**config.mk**
```make
export PLATFORM = sky130hd
export DESIGN_NAME = pit_target
export DESIGN_NICKNAME = d
export VERILOG_FILES = /design/src/hdl/pit_target.v
export VERILOG_INCLUDE_DIRS = /design/src /design/src/hdl
export SDC_FILE = /design/constraint.sdc
export NUM_CORES = 1
export LEC_CHECK = 0
export BUFFER_PORTS_ARGS = -buffer_cell sky130_fd_sc_hd__clkbuf_2
export CORE_MARGIN = 1.5
export CORE_UTILIZATION = 40
export CTS_CLUSTER_SIZE = 12
export DETAILED_ROUTE_END_ITERATION = 7
export HOLD_SLACK_MARGIN = 0.06
export PLACE_DENSITY = 0.67
export SETUP_SLACK_MARGIN = 0.05
export SYNTH_ARGS = -nofsm -noshare
export SYNTH_HDL_FRONTEND = slang
export SYNTH_SLANG_ARGS = --single-unit
export TNS_END_PERCENT = 5
```
**constraint.sdc**
```tcl
create_clock -name clk -period 3.6 [get_ports clk]
set_input_delay 0.18 -clock clk [delete_from_list [all_inputs] [get_ports clk]]
set_output_delay 0.18 -clock clk [all_outputs]
set_load 0.03 [all_outputs]
```
**src/hdl/pit_consts.vh**
```
// Constants for the page invalidate target register block
// Function
// Target register is write only; reads return zero, meaningless to software.
// Register sits on a quadword boundary; its offset is advertised by a locator field.
// Bits 63:12 hold the second-stage input page address to invalidate.
// Software loads address, hint and mask before issuing the page invalidate command.
// Address bits at and above the maximum guest width are ignored when matching.
// Hint 0 flushes matching entries from translation and paging-structure caches.
// Hint 1 may keep non-leaf paging entries but still flushes leaf translations.
// Mask M ignores M low address bits from bit 12, selecting 2^M aligned pages.
// Software uses mask of at least 9 for a 2MB large page.
// Domain tag for the request comes from command register bits 47:32.
// Unsupported mask makes the request ignored with error granularity reported.
// Address, hint and mask stay frozen until the command has been consumed.
`ifndef PIT_CONSTS_VH
`define PIT_CONSTS_VH

// ----------------------------------------------------------------
// Register offsets (byte addresses)
// ----------------------------------------------------------------
`define PIT_OFF_TARGET_LO 12'h100
`define PIT_OFF_TARGET_HI 12'h104
`define PIT_OFF_CMD_LO 12'h108
`define PIT_OFF_CMD_HI 12'h10c
`define PIT_OFF_STATUS 12'h110
// Locator value in 16-byte units, as a capability field would report it
`define PIT_LOCATOR_VAL 10'h010

// ----------------------------------------------------------------
// Field positions
// ----------------------------------------------------------------
`define PIT_MASK_LSB 0
`define PIT_MASK_MSB 5
`define PIT_HINT_BIT 6
`define PIT_ADDR_LSB 12
`define PIT_DOM_LSB 0
`define PIT_DOM_MSB 15
`define PIT_CMD_GO_BIT 31
`define PIT_ST_BUSY_BIT 0
`define PIT_ST_GRAN_LSB 1
`define PIT_ST_GRAN_MSB 2

// ----------------------------------------------------------------
// Reset values and codes
// ----------------------------------------------------------------
`define PIT_RST_WORD 32'h0000_0000
`define PIT_GRAN_ERROR 2'h0
`define PIT_GRAN_PAGE 2'h3

`endif

```
**src/hdl/pit_target.v**
```verilog
// Page invalidate target register with APB slave and flush decode
`timescale 1ns/1ns
`include "pit_consts.vh"

module pit_target #(
    parameter MAX_GUEST_WIDTH = 48,
    parameter MAX_MASK = 6'd9
) (
    // Clock and reset
    input wire clk,
    input wire rst_n,
    // APB slave
    input wire psel,
    input wire penable,
    input wire pwrite,
    input wire [11:0] paddr,
    input wire [31:0] pwdata,
    output reg [31:0] prdata,
    output reg pready,
    output reg pslverr,
    // Capability locator
    output reg [9:0] offset_locator_field,
    // Flush request to the caches
    output reg flush_valid,
    output reg [63:12] flush_page,
    output reg [63:12] flush_match_mask,
    output reg [15:0] domain_tag,
    output reg flush_leaf,
    output reg flush_nonleaf,
    input wire flush_done
);

    // ------------------------------------------------------------
    // State
    // ------------------------------------------------------------
    localparam ST_IDLE = 2'b01;
    localparam ST_BUSY = 2'b10;

    reg [1:0] state;
    reg [63:0] target;
    reg [1:0] gran;
    reg [63:12] wmask;
    reg [63:12] amask;
    integer i;

    wire access = psel && penable;
    wire wr = access && pwrite;
    wire busy = state[1];
    wire [5:0] mask_order = target[`PIT_MASK_MSB:`PIT_MASK_LSB];
    wire nonleaf_keep_hint = target[`PIT_HINT_BIT];
    wire go = wr && paddr == `PIT_OFF_CMD_HI && pwdata[`PIT_CMD_GO_BIT] && !busy;

    // ------------------------------------------------------------
    // Match masks: bits kept inside guest width, bits cut by mask
    // ------------------------------------------------------------
    always @* begin
        wmask = {52{1'b0}};
        amask = {52{1'b0}};
        for (i = 12; i < 64; i = i + 1) begin
            wmask[i] = (i < MAX_GUEST_WIDTH);
            amask[i] = (i - 12 >= mask_order);
        end
    end

    // ------------------------------------------------------------
    // APB answer: single wait-free access, all maps answer okay
    // ------------------------------------------------------------
    always @(posedge clk) begin
        if (!rst_n) begin
            pready <= 1'b0;
            prdata <= `PIT_RST_WORD;
            pslverr <= 1'b0;
        end else begin
            pready <= psel && !penable;
            pslverr <= 1'b0;
            prdata <= `PIT_RST_WORD;
            if (psel && !penable && !pwrite && paddr == `PIT_OFF_STATUS) begin
                prdata <= {29'h0, gran, busy};
            end
        end
    end

    // ------------------------------------------------------------
    // Register writes; frozen while a request is in flight so a late
    // write cannot corrupt it
    // ------------------------------------------------------------
    always @(posedge clk) begin
        if (!rst_n) begin
            target <= 64'h0;
            offset_locator_field <= 10'h0;
        end else begin
            offset_locator_field <= `PIT_LOCATOR_VAL;
            if (wr && pready && !busy) begin
                if (paddr == `PIT_OFF_TARGET_LO) begin
                    target[31:0] <= pwdata;
                end
                if (paddr == `PIT_OFF_TARGET_HI) begin
                    target[63:32] <= pwdata;
                end
            end
        end
    end

    // ------------------------------------------------------------
    // Command sequencer: issue flush, wait for cache to finish
    // ------------------------------------------------------------
    always @(posedge clk) begin
        if (!rst_n) begin
            state <= ST_IDLE;
            gran <= `PIT_GRAN_ERROR;
            flush_valid <= 1'b0;
            flush_page <= {52{1'b0}};
            flush_match_mask <= {52{1'b0}};
            domain_tag <= 16'h0;
            flush_leaf <= 1'b0;
            flush_nonleaf <= 1'b0;
        end else begin
            case (state)
                ST_IDLE: begin
                    if (go && pready) begin
                        if (mask_order > MAX_MASK) begin
                            gran <= `PIT_GRAN_ERROR;
                        end else begin
                            state <= ST_BUSY;
                            flush_valid <= 1'b1;
                            flush_page <= target[63:12] & wmask & amask;
                            flush_match_mask <= wmask & amask;
                            domain_tag <= pwdata[`PIT_DOM_MSB:`PIT_DOM_LSB];
                            flush_leaf <= 1'b1;
                            flush_nonleaf <= !nonleaf_keep_hint;
                        end
                    end
                end
                ST_BUSY: begin
                    if (flush_done) begin
                        state <= ST_IDLE;
                        flush_valid <= 1'b0;
                        gran <= `PIT_GRAN_PAGE;
                    end
                end
                default: begin
                    state <= ST_IDLE;
                end
            endcase
        end
    end

endmodule

```
==> impl_metrics.tcl, run 1 <==
set metrics [dict create \
    drt_first_iter_violations 567 \
    hold_viol 0 \
    initial_antenna_violation_count 0 \
    post_synth_instance_area_mm2 0.00602 \
    seq_power_share_pct 44.4 \
    post-route-period-util_pct 66.5 \
    layout_cells_sized_above_1_pct 23.1 \
    grt_pass1_vias 4862 \
    register_clock_pin_slew_on_the_reported_worst_setup_and_hold_paths_ns 0.06 \
    grt_pass1_wl_um 25400 \
    critical-path-max-stage-delay_ns 0.69 \
    grt_setup_unrepaired "false" \
    finish.cell_count_without_fillers 1011 \
    die_height_um 126 \
    post_synth.cell_area_avg_um2 8.75 \
    tritoncts "done" \
    antennaDiodeCount 0 \
    placement_rows 44 \
    core_region_area_mm2 0.0146 \
    ctsRootBufferMaster "sky130_fd_sc_hd__clkbuf_16" \
    worstPathMaxFanout 66 \
    hold_ws_ns 0.0721 \
    layout_commonest_cell "sky130_fd_sc_hd__clkbuf_2" \
    synthCells 688 \
    setup_tns_ns 0 \
    post-place-cells 951 \
    synth_seq_area_share_pct 46.9 \
    port_buffers 145 \
    leading_cell_types_in_the_layout_fill_and_taps_excluded "sky130_fd_sc_hd__clkbuf_2 (145), sky130_fd_sc_hd__dfxtp_1 (141), sky130_fd_sc_hd__a21oi_1 (99)" \
    timing.critical_path.buf_inv 1 \
    first_pass_iters 5 \
    cts_max_path_buffers 2 \
    wl_per_cell_um 15.9 \
    timing.critical_path.to_type "flip-flop" \
    post_cts_repair_timing_setup_buffer_count 0 \
    gr-usage-all-layers_pct 20.1 \
    antenna_violating_nets_post_route 0 \
    htree_num_levels 4 \
    cp_top_family "simple AND/OR/NAND/NOR gates" \
    max_freq_mhz 418 \
    slew_viol_final 0 \
    switching_power_uw 837 \
    worst_ir_drop_vdd_v 0.000328 \
    clock_power_share_pct 49.0 \
    nNetsFinal 865 \
    crit_type "reg -> reg" \
    max-cap-violations 0 \
    min_period_ns 2.39 \
    die_x_um 126 \
    global_route.overflow_total 0 \
    result_of_the_run "complete, no violations" \
    ys_ff_latch 141 \
    slowest_stage "sky130_fd_sc_hd__nand4_1" \
    gp_congestion 0.773 \
    num_vias 5369 \
    transition_time_of_the_tightest_slew_check_pin_ns 1.14 \
    initial_utilization_pct 41.3 \
    cp.required_ns 3.95 \
    min-delay-path-class "in -> reg" \
    insertion_delay_ns 0.42 \
    crit_path_cell_trace "and4b_1 > nand4_1 > buf_12 > or3_1 > a21oi_1" \
    synth.lib_cells_used.distinct 39 \
    dp.final_hpwl_um 9850 \
    syn_to_final_growth_pct 22.0 \
    total_number_of_yosys_warnings 0 \
    cts.sink_count 141 \
    p_sw_share_pct 23.8 \
    setup_viol_count_final 0 \
    p_int_mw 2.68 \
    fin_worst_skew_ns 0.00463 \
    pin_count_of_the_biggest_net_entering_global_routing 96 \
    power.leakage_nw 2.93 \
    drc_errors 0 \
    num_io_pins 217 \
    design.die.area_mm2 0.0158 \
    route.final.wire_length_um 16100 \
    combinational_share_of_power_pct 6.6 \
    drt-vias-per-instance 5.31 \
    cp_data_arrival_time_ns 2.74 \
    cp-start-kind "flip-flop" \
    cts_buffers 17 \
    power.density_cell_area_mw_per_mm2 480 \
    maxSlewHeadroom_pct 23.7 \
]
## routing by layer
metal	GRT usage (%)	wire length [um]
met4	7.42	317
met3	6.37	1210
met1	26.8	7100
met2	30.5	7450
met5	0	0
## metrics by stage
| stage | utilization, % | worst slack (ns) | cell area [um2] | power (mW) |
|---|---|---|---|---|
| after floorplan | - | 1.98 | 6280 | 1.80 |
| after global placement | 44.3 | 1.17 | 6470 | 1.80 |
| after detailed placement | 44.3 | 1.17 | 6470 | 1.80 |
| after CTS | 50.3 | 1.22 | 7330 | 3.55 |
| after global routing | 50.3 | 1.05 | 7340 | 3.66 |
| final | 50.3 | 1.21 | 7340 | 3.52 |
## sequential cells by signal, summed over array words and instances (netlist names)
signal                cells
domain_tag               16
flush_leaf                1
flush_match_mask         36
flush_nonleaf             1
flush_page               36
flush_valid               1
gran                      1
offset_locator_field      1
prdata                    2
pready                    1
state                     2
target                   43
## worst register-to-register path, stage by stage (launching register included)
cell and delay (ns):
sky130_fd_sc_hd__dfxtp_1 0.35, sky130_fd_sc_hd__and4b_1 0.30, sky130_fd_sc_hd__nand4_1 0.69, sky130_fd_sc_hd__buf_12 0.49
sky130_fd_sc_hd__or3_1 0.37, sky130_fd_sc_hd__a21oi_1 0.12
## cell families after synthesis
kind of cell	share of synthesized area [%]
flip-flops	46.9
AND/OR/NAND/NOR	15.8
AO/OA/AOI/OAI	22.7
buffers and inverters	14.6
other	0.0623
## path summary, 6_finish.rpt
| kind | startpoint | end | slack (ns) | depth (start not counted) |
|---|---|---|---|---|
| max | state[1] | flush_nonleaf | 1.21 | 5 |
| min | pwdata[3] | target[3] | 0.07 | 3 |
| max reg2reg | state[1] | flush_nonleaf | 1.21 | 5 |
| min reg2reg | flush_match_mask[44] | flush_match_mask[44] | 0.46 | 1 |
## power by group through the flow
stage	sequential, mW	combinational [mW]	clock [mW]
3_3_place_gp	1.60	0.205	0
2_1_floorplan	1.60	0.206	0
5_1_grt	1.56	0.246	1.85
3_5_place_dp	1.60	0.204	0
6_report	1.56	0.232	1.73
4_1_cts	1.56	0.229	1.76
## final cells by class
class / count / area [um2]
clock buffers: 22 / 474
multi-input cells: 471 / 2610
clock inverters: 9 / 111
inverters: 2 / 8.76
fillers: 1403 / 7250
well taps: 184 / 230
flip-flops and latches: 141 / 2820
repair buffers: 182 / 1090
## synth_stat cells
master                     number  share of area, %
sky130_fd_sc_hd__dfxtp_1      141                47
sky130_fd_sc_hd__a21oi_1       99               8.2
sky130_fd_sc_hd__o21ai_0       81               6.7
sky130_fd_sc_hd__buf_4         76               9.5
sky130_fd_sc_hd__nand4_1       69               7.2
sky130_fd_sc_hd__o21a_1        41               5.1
sky130_fd_sc_hd__clkbuf_1      38               2.4
sky130_fd_sc_hd__nand3_1       28               2.3
sky130_fd_sc_hd__buf_2         24               2.0
sky130_fd_sc_hd__o21ai_1       21               1.7
sky130_fd_sc_hd__nand2_1       10              0.62
sky130_fd_sc_hd__nor3_1         8              0.67
sky130_fd_sc_hd__and3b_1        5              0.73
sky130_fd_sc_hd__nor2_1         5              0.31
sky130_fd_sc_hd__buf_1          4              0.25
sky130_fd_sc_hd__or3_1          4              0.42
sky130_fd_sc_hd__a31oi_1        3              0.31
sky130_fd_sc_hd__nor3_2         3              0.50
sky130_fd_sc_hd__and2_1         2              0.21
sky130_fd_sc_hd__and4b_1        2              0.33
sky130_fd_sc_hd__buf_6          2              0.37
sky130_fd_sc_hd__nor2b_1        2              0.21
sky130_fd_sc_hd__nor4_1         2              0.21
sky130_fd_sc_hd__nor4b_4        2              0.79
sky130_fd_sc_hd__or4_1          2              0.25
sky130_fd_sc_hd__a211oi_1       1              0.12
sky130_fd_sc_hd__and2b_1        1              0.12
sky130_fd_sc_hd__and4_1         1              0.15
sky130_fd_sc_hd__conb_1         1             0.062
sky130_fd_sc_hd__inv_1          1             0.062
sky130_fd_sc_hd__inv_2          1             0.062
sky130_fd_sc_hd__nand2b_1       1              0.10
sky130_fd_sc_hd__nand3b_1       1              0.12
sky130_fd_sc_hd__nand4b_2       1              0.25
sky130_fd_sc_hd__nor3b_1        1              0.12
sky130_fd_sc_hd__nor4b_1        1              0.15
sky130_fd_sc_hd__o211a_1        1              0.17
sky130_fd_sc_hd__o31a_1         1              0.15
sky130_fd_sc_hd__o31ai_1        1              0.12
## timing repair
action,CTS,global route
hold buffers,28,1
resized for setup,0,0
hold endpoints to repair,39,1
setup endpoints to repair,0,0
Power figures use the tool's default switching activity.
==> inputs of run 2 (changes only) <==
- clock period: 3.6 -> 2.4 ns (I/O delays scaled with it)
==> run 2 against run 1 <==
Against the previous run:
- global-route usage is 0.26 points higher
- non-clock buffer count is 17 higher
- total power up 62%
- clock-buffer cell count down 4
- worst hold slack improved by 0.046 ns
- first-iteration DRC count is 6.5% lower
- cell count grew 1.8%
- critical path type unchanged
==> impl_metrics.tcl, run 2 (synthesis results as in run 1) <==
set metrics [dict create \
    result_of_the_run "complete, no violations" \
    final_util_pct 52.2 \
    drt-vias-per-instance 5.31 \
    placement_rows 44 \
    layout_cells_sized_above_1_pct 24.0 \
    multiInputGateArea_mm2 0.00261 \
    nNetsFinal 882 \
    fill_cells 1387 \
    hold_ws_ns 0.118 \
    min_period_ns 1.88 \
    clock_power_share_pct 52.4 \
    combinational_share_of_power_pct 6.4 \
    registers.top_by_ff_count "target" \
    maxSlewHeadroom_pct 55.6 \
    port_buffers 145 \
    design.die.area_mm2 0.0158 \
    timing.critical_path.to_type "flip-flop" \
    flip_flop_count_of_the_largest_register_after_layout 43 \
    reg.largest.list "target: 43 flops, flush_match_mask: 36 flops, flush_page: 36 flops" \
    cts.sink_count 141 \
    die_x_um 126 \
    layout.area.seq_mm2 0.00282 \
    cts_max_path_buffers 2 \
    power_mw 5.69 \
    setup_tns_ns 0 \
    fin_worst_skew_ns 0.00696 \
    num_io_pins 217 \
    htree_num_levels 4 \
    num_vias 5467 \
    max-cap-violations 0 \
    crit_type "reg -> reg" \
    worst_ir_drop_vdd_v 0.000576 \
    antennaDiodeCount 0 \
    grt_pass1_vias 4900 \
    p_int_mw 4.38 \
    drc_errors 0 \
    core_region_area_mm2 0.0146 \
    insertion_delay_ns 0.42 \
    grt_setup_unrepaired "false" \
    dp.final_hpwl_um 10300 \
    cp-start-kind "flip-flop" \
    p_sw_share_pct 22.9 \
    gp_congestion 0.765 \
    global_route.overflow_total 0 \
    cp.required_ns 2.73 \
    cp_data_arrival_time_ns 2.21 \
    post_cts_repair_timing_setup_buffer_count 0 \
    setup_viol_count_final 0 \
    leading_cell_types_in_the_layout_fill_and_taps_excluded "sky130_fd_sc_hd__clkbuf_2 (145), sky130_fd_sc_hd__dfxtp_1 (141), sky130_fd_sc_hd__a21oi_1 (99)" \
    transition_time_of_the_tightest_slew_check_pin_ns 0.667 \
    wl_per_cell_um 16.0 \
    grt_pass1_wl_um 25800 \
    layout_commonest_cell "sky130_fd_sc_hd__clkbuf_2" \
    initial_antenna_violation_count 0 \
    max_freq_mhz 533 \
    cts_buffers 17 \
    drt_first_iter_violations 530 \
    slew_viol_final 0 \
    tritoncts "done" \
    pin_count_of_the_biggest_net_entering_global_routing 100 \
    switching_power_mw 1.30 \
    first_pass_iters 5 \
    die_height_um 126 \
    hold_viol 0 \
    antenna_violating_nets_post_route 0 \
    power.leakage_nw 3.05 \
    syn_to_final_growth_pct 26.6 \
    route.final.wire_length_um 16500 \
    min-delay-path-class "in -> reg" \
    seq_power_share_pct 41.2 \
    register_clock_pin_slew_on_the_reported_worst_setup_and_hold_paths_ns 0.06 \
    ctsRootBufferMaster "sky130_fd_sc_hd__clkbuf_16" \
    post-route-period-util_pct 78.2 \
    worstPathMaxFanout 41 \
    power.density_cell_area_mw_per_mm2 746 \
    gr-usage-all-layers_pct 20.3 \
    initial_utilization_pct 41.3 \
]
==> run 2: cell types whose count changed in the layout (fill, tap and decap cells not counted) <==
cell	before	now
sky130_fd_sc_hd__dlygate4sd3_1	29	36
sky130_fd_sc_hd__buf_4	7	13
sky130_fd_sc_hd__buf_12	1	5
sky130_fd_sc_hd__bufinv_16	2	6
sky130_fd_sc_hd__clkbuf_8	3	0
sky130_fd_sc_hd__clkbuf_1	2	1
sky130_fd_sc_hd__clkinv_4	2	1
sky130_fd_sc_hd__clkinvlp_4	2	3
sky130_fd_sc_hd__inv_6	1	2
==> run 2: path summary, 6_finish.rpt <==
check | from | depth (start not counted) | slack, ns | to
setup / recovery | state[1] | 5 | 0.52 | flush_page[43]
hold / removal | paddr[4] | 4 | 0.12 | prdata[1]
setup reg to reg | state[1] | 5 | 0.52 | flush_page[43]
hold reg to reg | flush_match_mask[26] | 1 | 0.47 | flush_match_mask[26]
==> run 2: metal layers <==
layer | share of wire [%] | wire length [um] | track usage, %
met4 | 2.7 | 440 | 8.96
met3 | 7.1 | 1170 | 5.69
met5 | 0 | 0 | 0
met2 | 45 | 7480 | 30.3
met1 | 45 | 7380 | 27.5
==> run 2: cell type report <==
cell class | count | share of cell area, %
clock buffer | 18 | 5.63
clock inverter | 14 | 3.14
inverter | 2 | 0.115
multi-input combinational | 471 | 34.2
sequential | 141 | 37.0
tap | 184 | 3.02
timing repair buffer | 199 | 16.8
==> run 2: power by group through the flow <==
stage          combinational, mW  sequential, mW  clock (mW)
2_1_floorplan              0.309            2.40           0
3_3_place_gp               0.315            2.39           0
3_5_place_dp               0.314            2.39           0
4_1_cts                    0.360            2.34        3.02
5_1_grt                    0.383            2.34        3.12
6_report                   0.365            2.34        2.98
==> run 2: worst max-delay path, cell delays in order, from the launching register on <==
cell,delay (ns)
sky130_fd_sc_hd__dfxtp_1,0.36
sky130_fd_sc_hd__and4b_1,0.32
sky130_fd_sc_hd__and4_4,0.48
sky130_fd_sc_hd__buf_12,0.26
sky130_fd_sc_hd__nand4_1,0.14
sky130_fd_sc_hd__a21oi_1,0.23
==> run 2: timing repair <==
action / CTS / global route
endpoints found under the hold margin: 64 / 0
gates resized for setup: 0 / 0
hold buffers: 36 / 0
==> run 2: metrics by stage <==
step | area, um2 | std cells | worst slack (ns)
final | 7620 | 1029 | 0.523
after global routing | 7620 | 1029 | 0.393
after CTS | 7620 | 1029 | 0.574
after detailed placement | 6590 | 961 | 0.586
after global placement | 6590 | 961 | 0.607
after floorplan | 6280 | 758 | 0.778
==> inputs of run 3 (changes only) <==
- ABC_AREA: default -> 1
- PLACE_DENSITY: 0.67 -> 0.7
- clock period: 2.4 -> 1.5 ns (I/O delays scaled with it)
==> run 3 against run 2 <==
Against the previous run:
- the run now ends with setup timing left
- critical endpoint is now domain_tag[15]
- largest power group unchanged
- clock power grew 40%
- sequential power grew 60%
- critical path depth grew 6
- global-route usage shrank 1.5 points
- sequential share of layout area shrank 0.48 points
- combinational power grew 46%
- area after synthesis shrank 5.7%
- register-to-register slack lost 0.58 ns
==> impl_metrics.tcl, run 3 <==
set metrics [dict create \
    ys_top_cells_by_area "sky130_fd_sc_hd__dfxtp_1 (50%), sky130_fd_sc_hd__buf_4 (11%), sky130_fd_sc_hd__nor2_1 (7.7%)" \
    grt_pass1_vias 4514 \
    max-cap-violations 0 \
    yosys_most_used_dff "sky130_fd_sc_hd__dfxtp_1" \
    nNetsFinal 954 \
    timing.critical_path.to_type "flip-flop" \
    maxSlewHeadroom_pct 64.8 \
    insertion_delay_ns 0.42 \
    synthCells 708 \
    min_path_cells 6 \
    initial_antenna_violation_count 0 \
    post_route_standard_cell_area_excluding_fillers_mm2 0.00773 \
    drt-vias-per-instance 4.52 \
    min_to "flush_match_mask[13]" \
    die_height_um 122 \
    final_util_pct 55.7 \
    slew_viol_final 0 \
    setup_viol_count_final 33 \
    first_pass_iters 4 \
    finalWorstSetupSlack_ns -0.0535 \
    die_x_um 122 \
    synth_seq_area_share_pct 49.7 \
    ctsRootBufferMaster "sky130_fd_sc_hd__clkbuf_16" \
    hold_viol 0 \
    worstPathMaxFanout 8 \
    drc_errors 0 \
    wl_per_cell_um 13.1 \
    max_freq_mhz 644 \
    total_number_of_yosys_warnings 0 \
    cp_data_arrival_time_ns 1.86 \
    post-synth-top-count-cell "sky130_fd_sc_hd__dfxtp_1" \
    reg.largest.list "target: 43 flops, flush_match_mask: 36 flops, flush_page: 36 flops" \
    cts.sink_count 141 \
    post_synth_instance_area_mm2 0.00568 \
    layout_cells_sized_above_1_pct 28.4 \
    multiInputGateArea_mm2 0.00236 \
    syn_to_final_growth_pct 36.1 \
    antenna_violating_nets_post_route 0 \
    dp.final_hpwl_um 9270 \
    transition_time_of_the_tightest_slew_check_pin_ns 0.522 \
    count_of_flip_flops_with_a_built_in_enable_after_synthesis 0 \
    drt_first_iter_violations 241 \
    grt_setup_unrepaired "true" \
    min-delay-start "paddr[1]" \
    synth.cells.most_frequent "sky130_fd_sc_hd__dfxtp_1 (141), sky130_fd_sc_hd__nor2_1 (116), sky130_fd_sc_hd__nand2_1 (103), sky130_fd_sc_hd__buf_4 (81), sky130_fd_sc_hd__a21oi_1 (79)" \
    r2r_end "domain_tag[15]" \
    gr-usage-all-layers_pct 18.8 \
    synthDominantAreaCellType "sky130_fd_sc_hd__dfxtp_1" \
    power.leakage_nw 3.51 \
    fin_worst_skew_ns 0.00735 \
    layout.area.seq_mm2 0.00283 \
    power_mw 8.44 \
    power.density_cell_area_mw_per_mm2 1090 \
    cts_buffers 17 \
    regToRegStartpoint "state[1]" \
    placement.cell_area_mm2 0.00637 \
    tritoncts "done" \
    grt_pass1_wl_um 21900 \
    cp-start-kind "flip-flop" \
    antennaDiodeCount 0 \
    design.die.area_mm2 0.0149 \
    reg2reg_setup_slack_ns -0.05 \
    registers.top_by_ff_count "target" \
    num_io_pins 217 \
    register_clock_pin_slew_on_the_reported_worst_setup_and_hold_paths_ns 0.06 \
    netlist.area_leader.share_pct 49.7 \
    cts_max_path_buffers 2 \
    min_period_ns 1.55 \
    post-route-period-util_pct 104 \
    dp_slack_ns -0.00516 \
    result_of_the_run "finished, violations left" \
    synth-async-reset-ratio_pct 0 \
    crit_type "reg -> reg" \
    pin_count_of_the_biggest_net_entering_global_routing 46 \
    global_route.overflow_total 0 \
    post_synth.cell_area_avg_um2 8.02 \
    worstRegToRegCells 11 \
    flip_flop_count_of_the_largest_register_after_layout 43 \
    ys_ff_latch 141 \
    initial_utilization_pct 40.9 \
    num_vias 4959 \
    htree_num_levels 4 \
    placement_rows 43 \
    route.final.wire_length_um 14400 \
    gp_congestion 0.749 \
    fill_cells 1294 \
    core_region_area_mm2 0.0139 \
    port_buffers 145 \
    worst_ir_drop_vdd_v 0.000736 \
    leading_cell_types_in_the_layout_fill_and_taps_excluded "sky130_fd_sc_hd__clkbuf_2 (144), sky130_fd_sc_hd__dfxtp_1 (138), sky130_fd_sc_hd__nor2_1 (116)" \
    layout_commonest_cell "sky130_fd_sc_hd__clkbuf_2" \
    min-delay-path-class "in -> reg" \
    cp.required_ns 1.80 \
    synth.lib_cells_used.distinct 30 \
    violations "setup timing" \
]
run 3: cell types whose count changed after synthesis, moves of 10 or more:
cell / previous run / this run
sky130_fd_sc_hd__inv_1: 1 / 32
sky130_fd_sc_hd__o21a_1: 41 / 0
sky130_fd_sc_hd__nand4_1: 69 / 7
sky130_fd_sc_hd__buf_2: 24 / 4
sky130_fd_sc_hd__nand2_1: 10 / 103
sky130_fd_sc_hd__a21oi_1: 99 / 79
sky130_fd_sc_hd__nor3_1: 8 / 18
sky130_fd_sc_hd__nand3_1: 28 / 13
sky130_fd_sc_hd__o21ai_0: 81 / 45
sky130_fd_sc_hd__clkbuf_1: 38 / 15
sky130_fd_sc_hd__nor2_1: 5 / 116
run 3: kinds of logic after synthesis:
family,synth area share [%]
compound gates,12.9
flops,49.7
other cells,0.0660
simple gates,21.6
buf+inv,15.8
run 3: cell type report:
type,count,share of cell area [%]
sequential,141,36.6
multi-input combinational,493,30.5
timing repair buffer,215,20.6
clock buffer,19,5.86
tap,180,2.91
clock inverter,12,1.78
inverter,36,1.75
run 3: report_power, final:
group / switching, mW / internal (mW) / leakage [nW]
sequential: 0.00147 / 3.75 / 1.14
combinational: 0.389 / 0.144 / 2.10
clock: 1.62 / 2.54 / 0.274
total: 2.01 / 6.43 / 3.51
run 3: worst max path at each step:
stage                     slack, ns  startpoint              to  depth (start not counted)
after floorplan                0.08      pready      target[33]                          6
after global placement         0.03    state[1]  flush_page[42]                         10
after detailed placement     -0.005    state[1]  flush_page[15]                         10
after CTS                    -0.004    state[0]  flush_page[42]                          7
after global routing          -0.15    state[1]   domain_tag[1]                         11
final                         -0.05    state[1]  domain_tag[15]                         11
run 3: worst max-delay path: stages (launching register included):
cell and delay, ns:
sky130_fd_sc_hd__dfxtp_2 0.33, sky130_fd_sc_hd__inv_2 0.07, sky130_fd_sc_hd__nand2_4 0.06, sky130_fd_sc_hd__inv_2 0.05, sky130_fd_sc_hd__nand2_2 0.06, sky130_fd_sc_hd__nor2_4 0.15
sky130_fd_sc_hd__nand2_4 0.09, sky130_fd_sc_hd__nor2_8 0.15, sky130_fd_sc_hd__buf_12 0.17, sky130_fd_sc_hd__buf_12 0.11, sky130_fd_sc_hd__clkbuf_16 0.14, sky130_fd_sc_hd__a21oi_1 0.06
run 3: routing by layer:
metal	global-route usage (%)	up-vias	share of wire, %	wire, um
met5	0	-	0	0
met4	7.70	0	1.9	268
met3	4.82	20	5.0	726
met2	29.8	141	47	6800
met1	24.5	2262	46	6600
li1	-	2536	-	-
run 3: metrics by stage:
stage          hold WS (ns)   TNS, ns  cells
2_1_floorplan         0.103         0    778
3_3_place_gp          0.277         0   1016
3_5_place_dp          0.275   -0.0102   1016
4_1_cts              0.0613  -0.00430   1088
5_1_grt               0.130     -8.53   1096
6_report             0.0886    -0.687   1096
run 3: what timing repair did:
item,in CTS,in global routing
resized for setup,4,42
buffers inserted,2,3
setup endpoints to repair,53,114
pin swaps,0,8
hold endpoints to repair,66,0
gates cloned,1,6
hold buffers,38,0
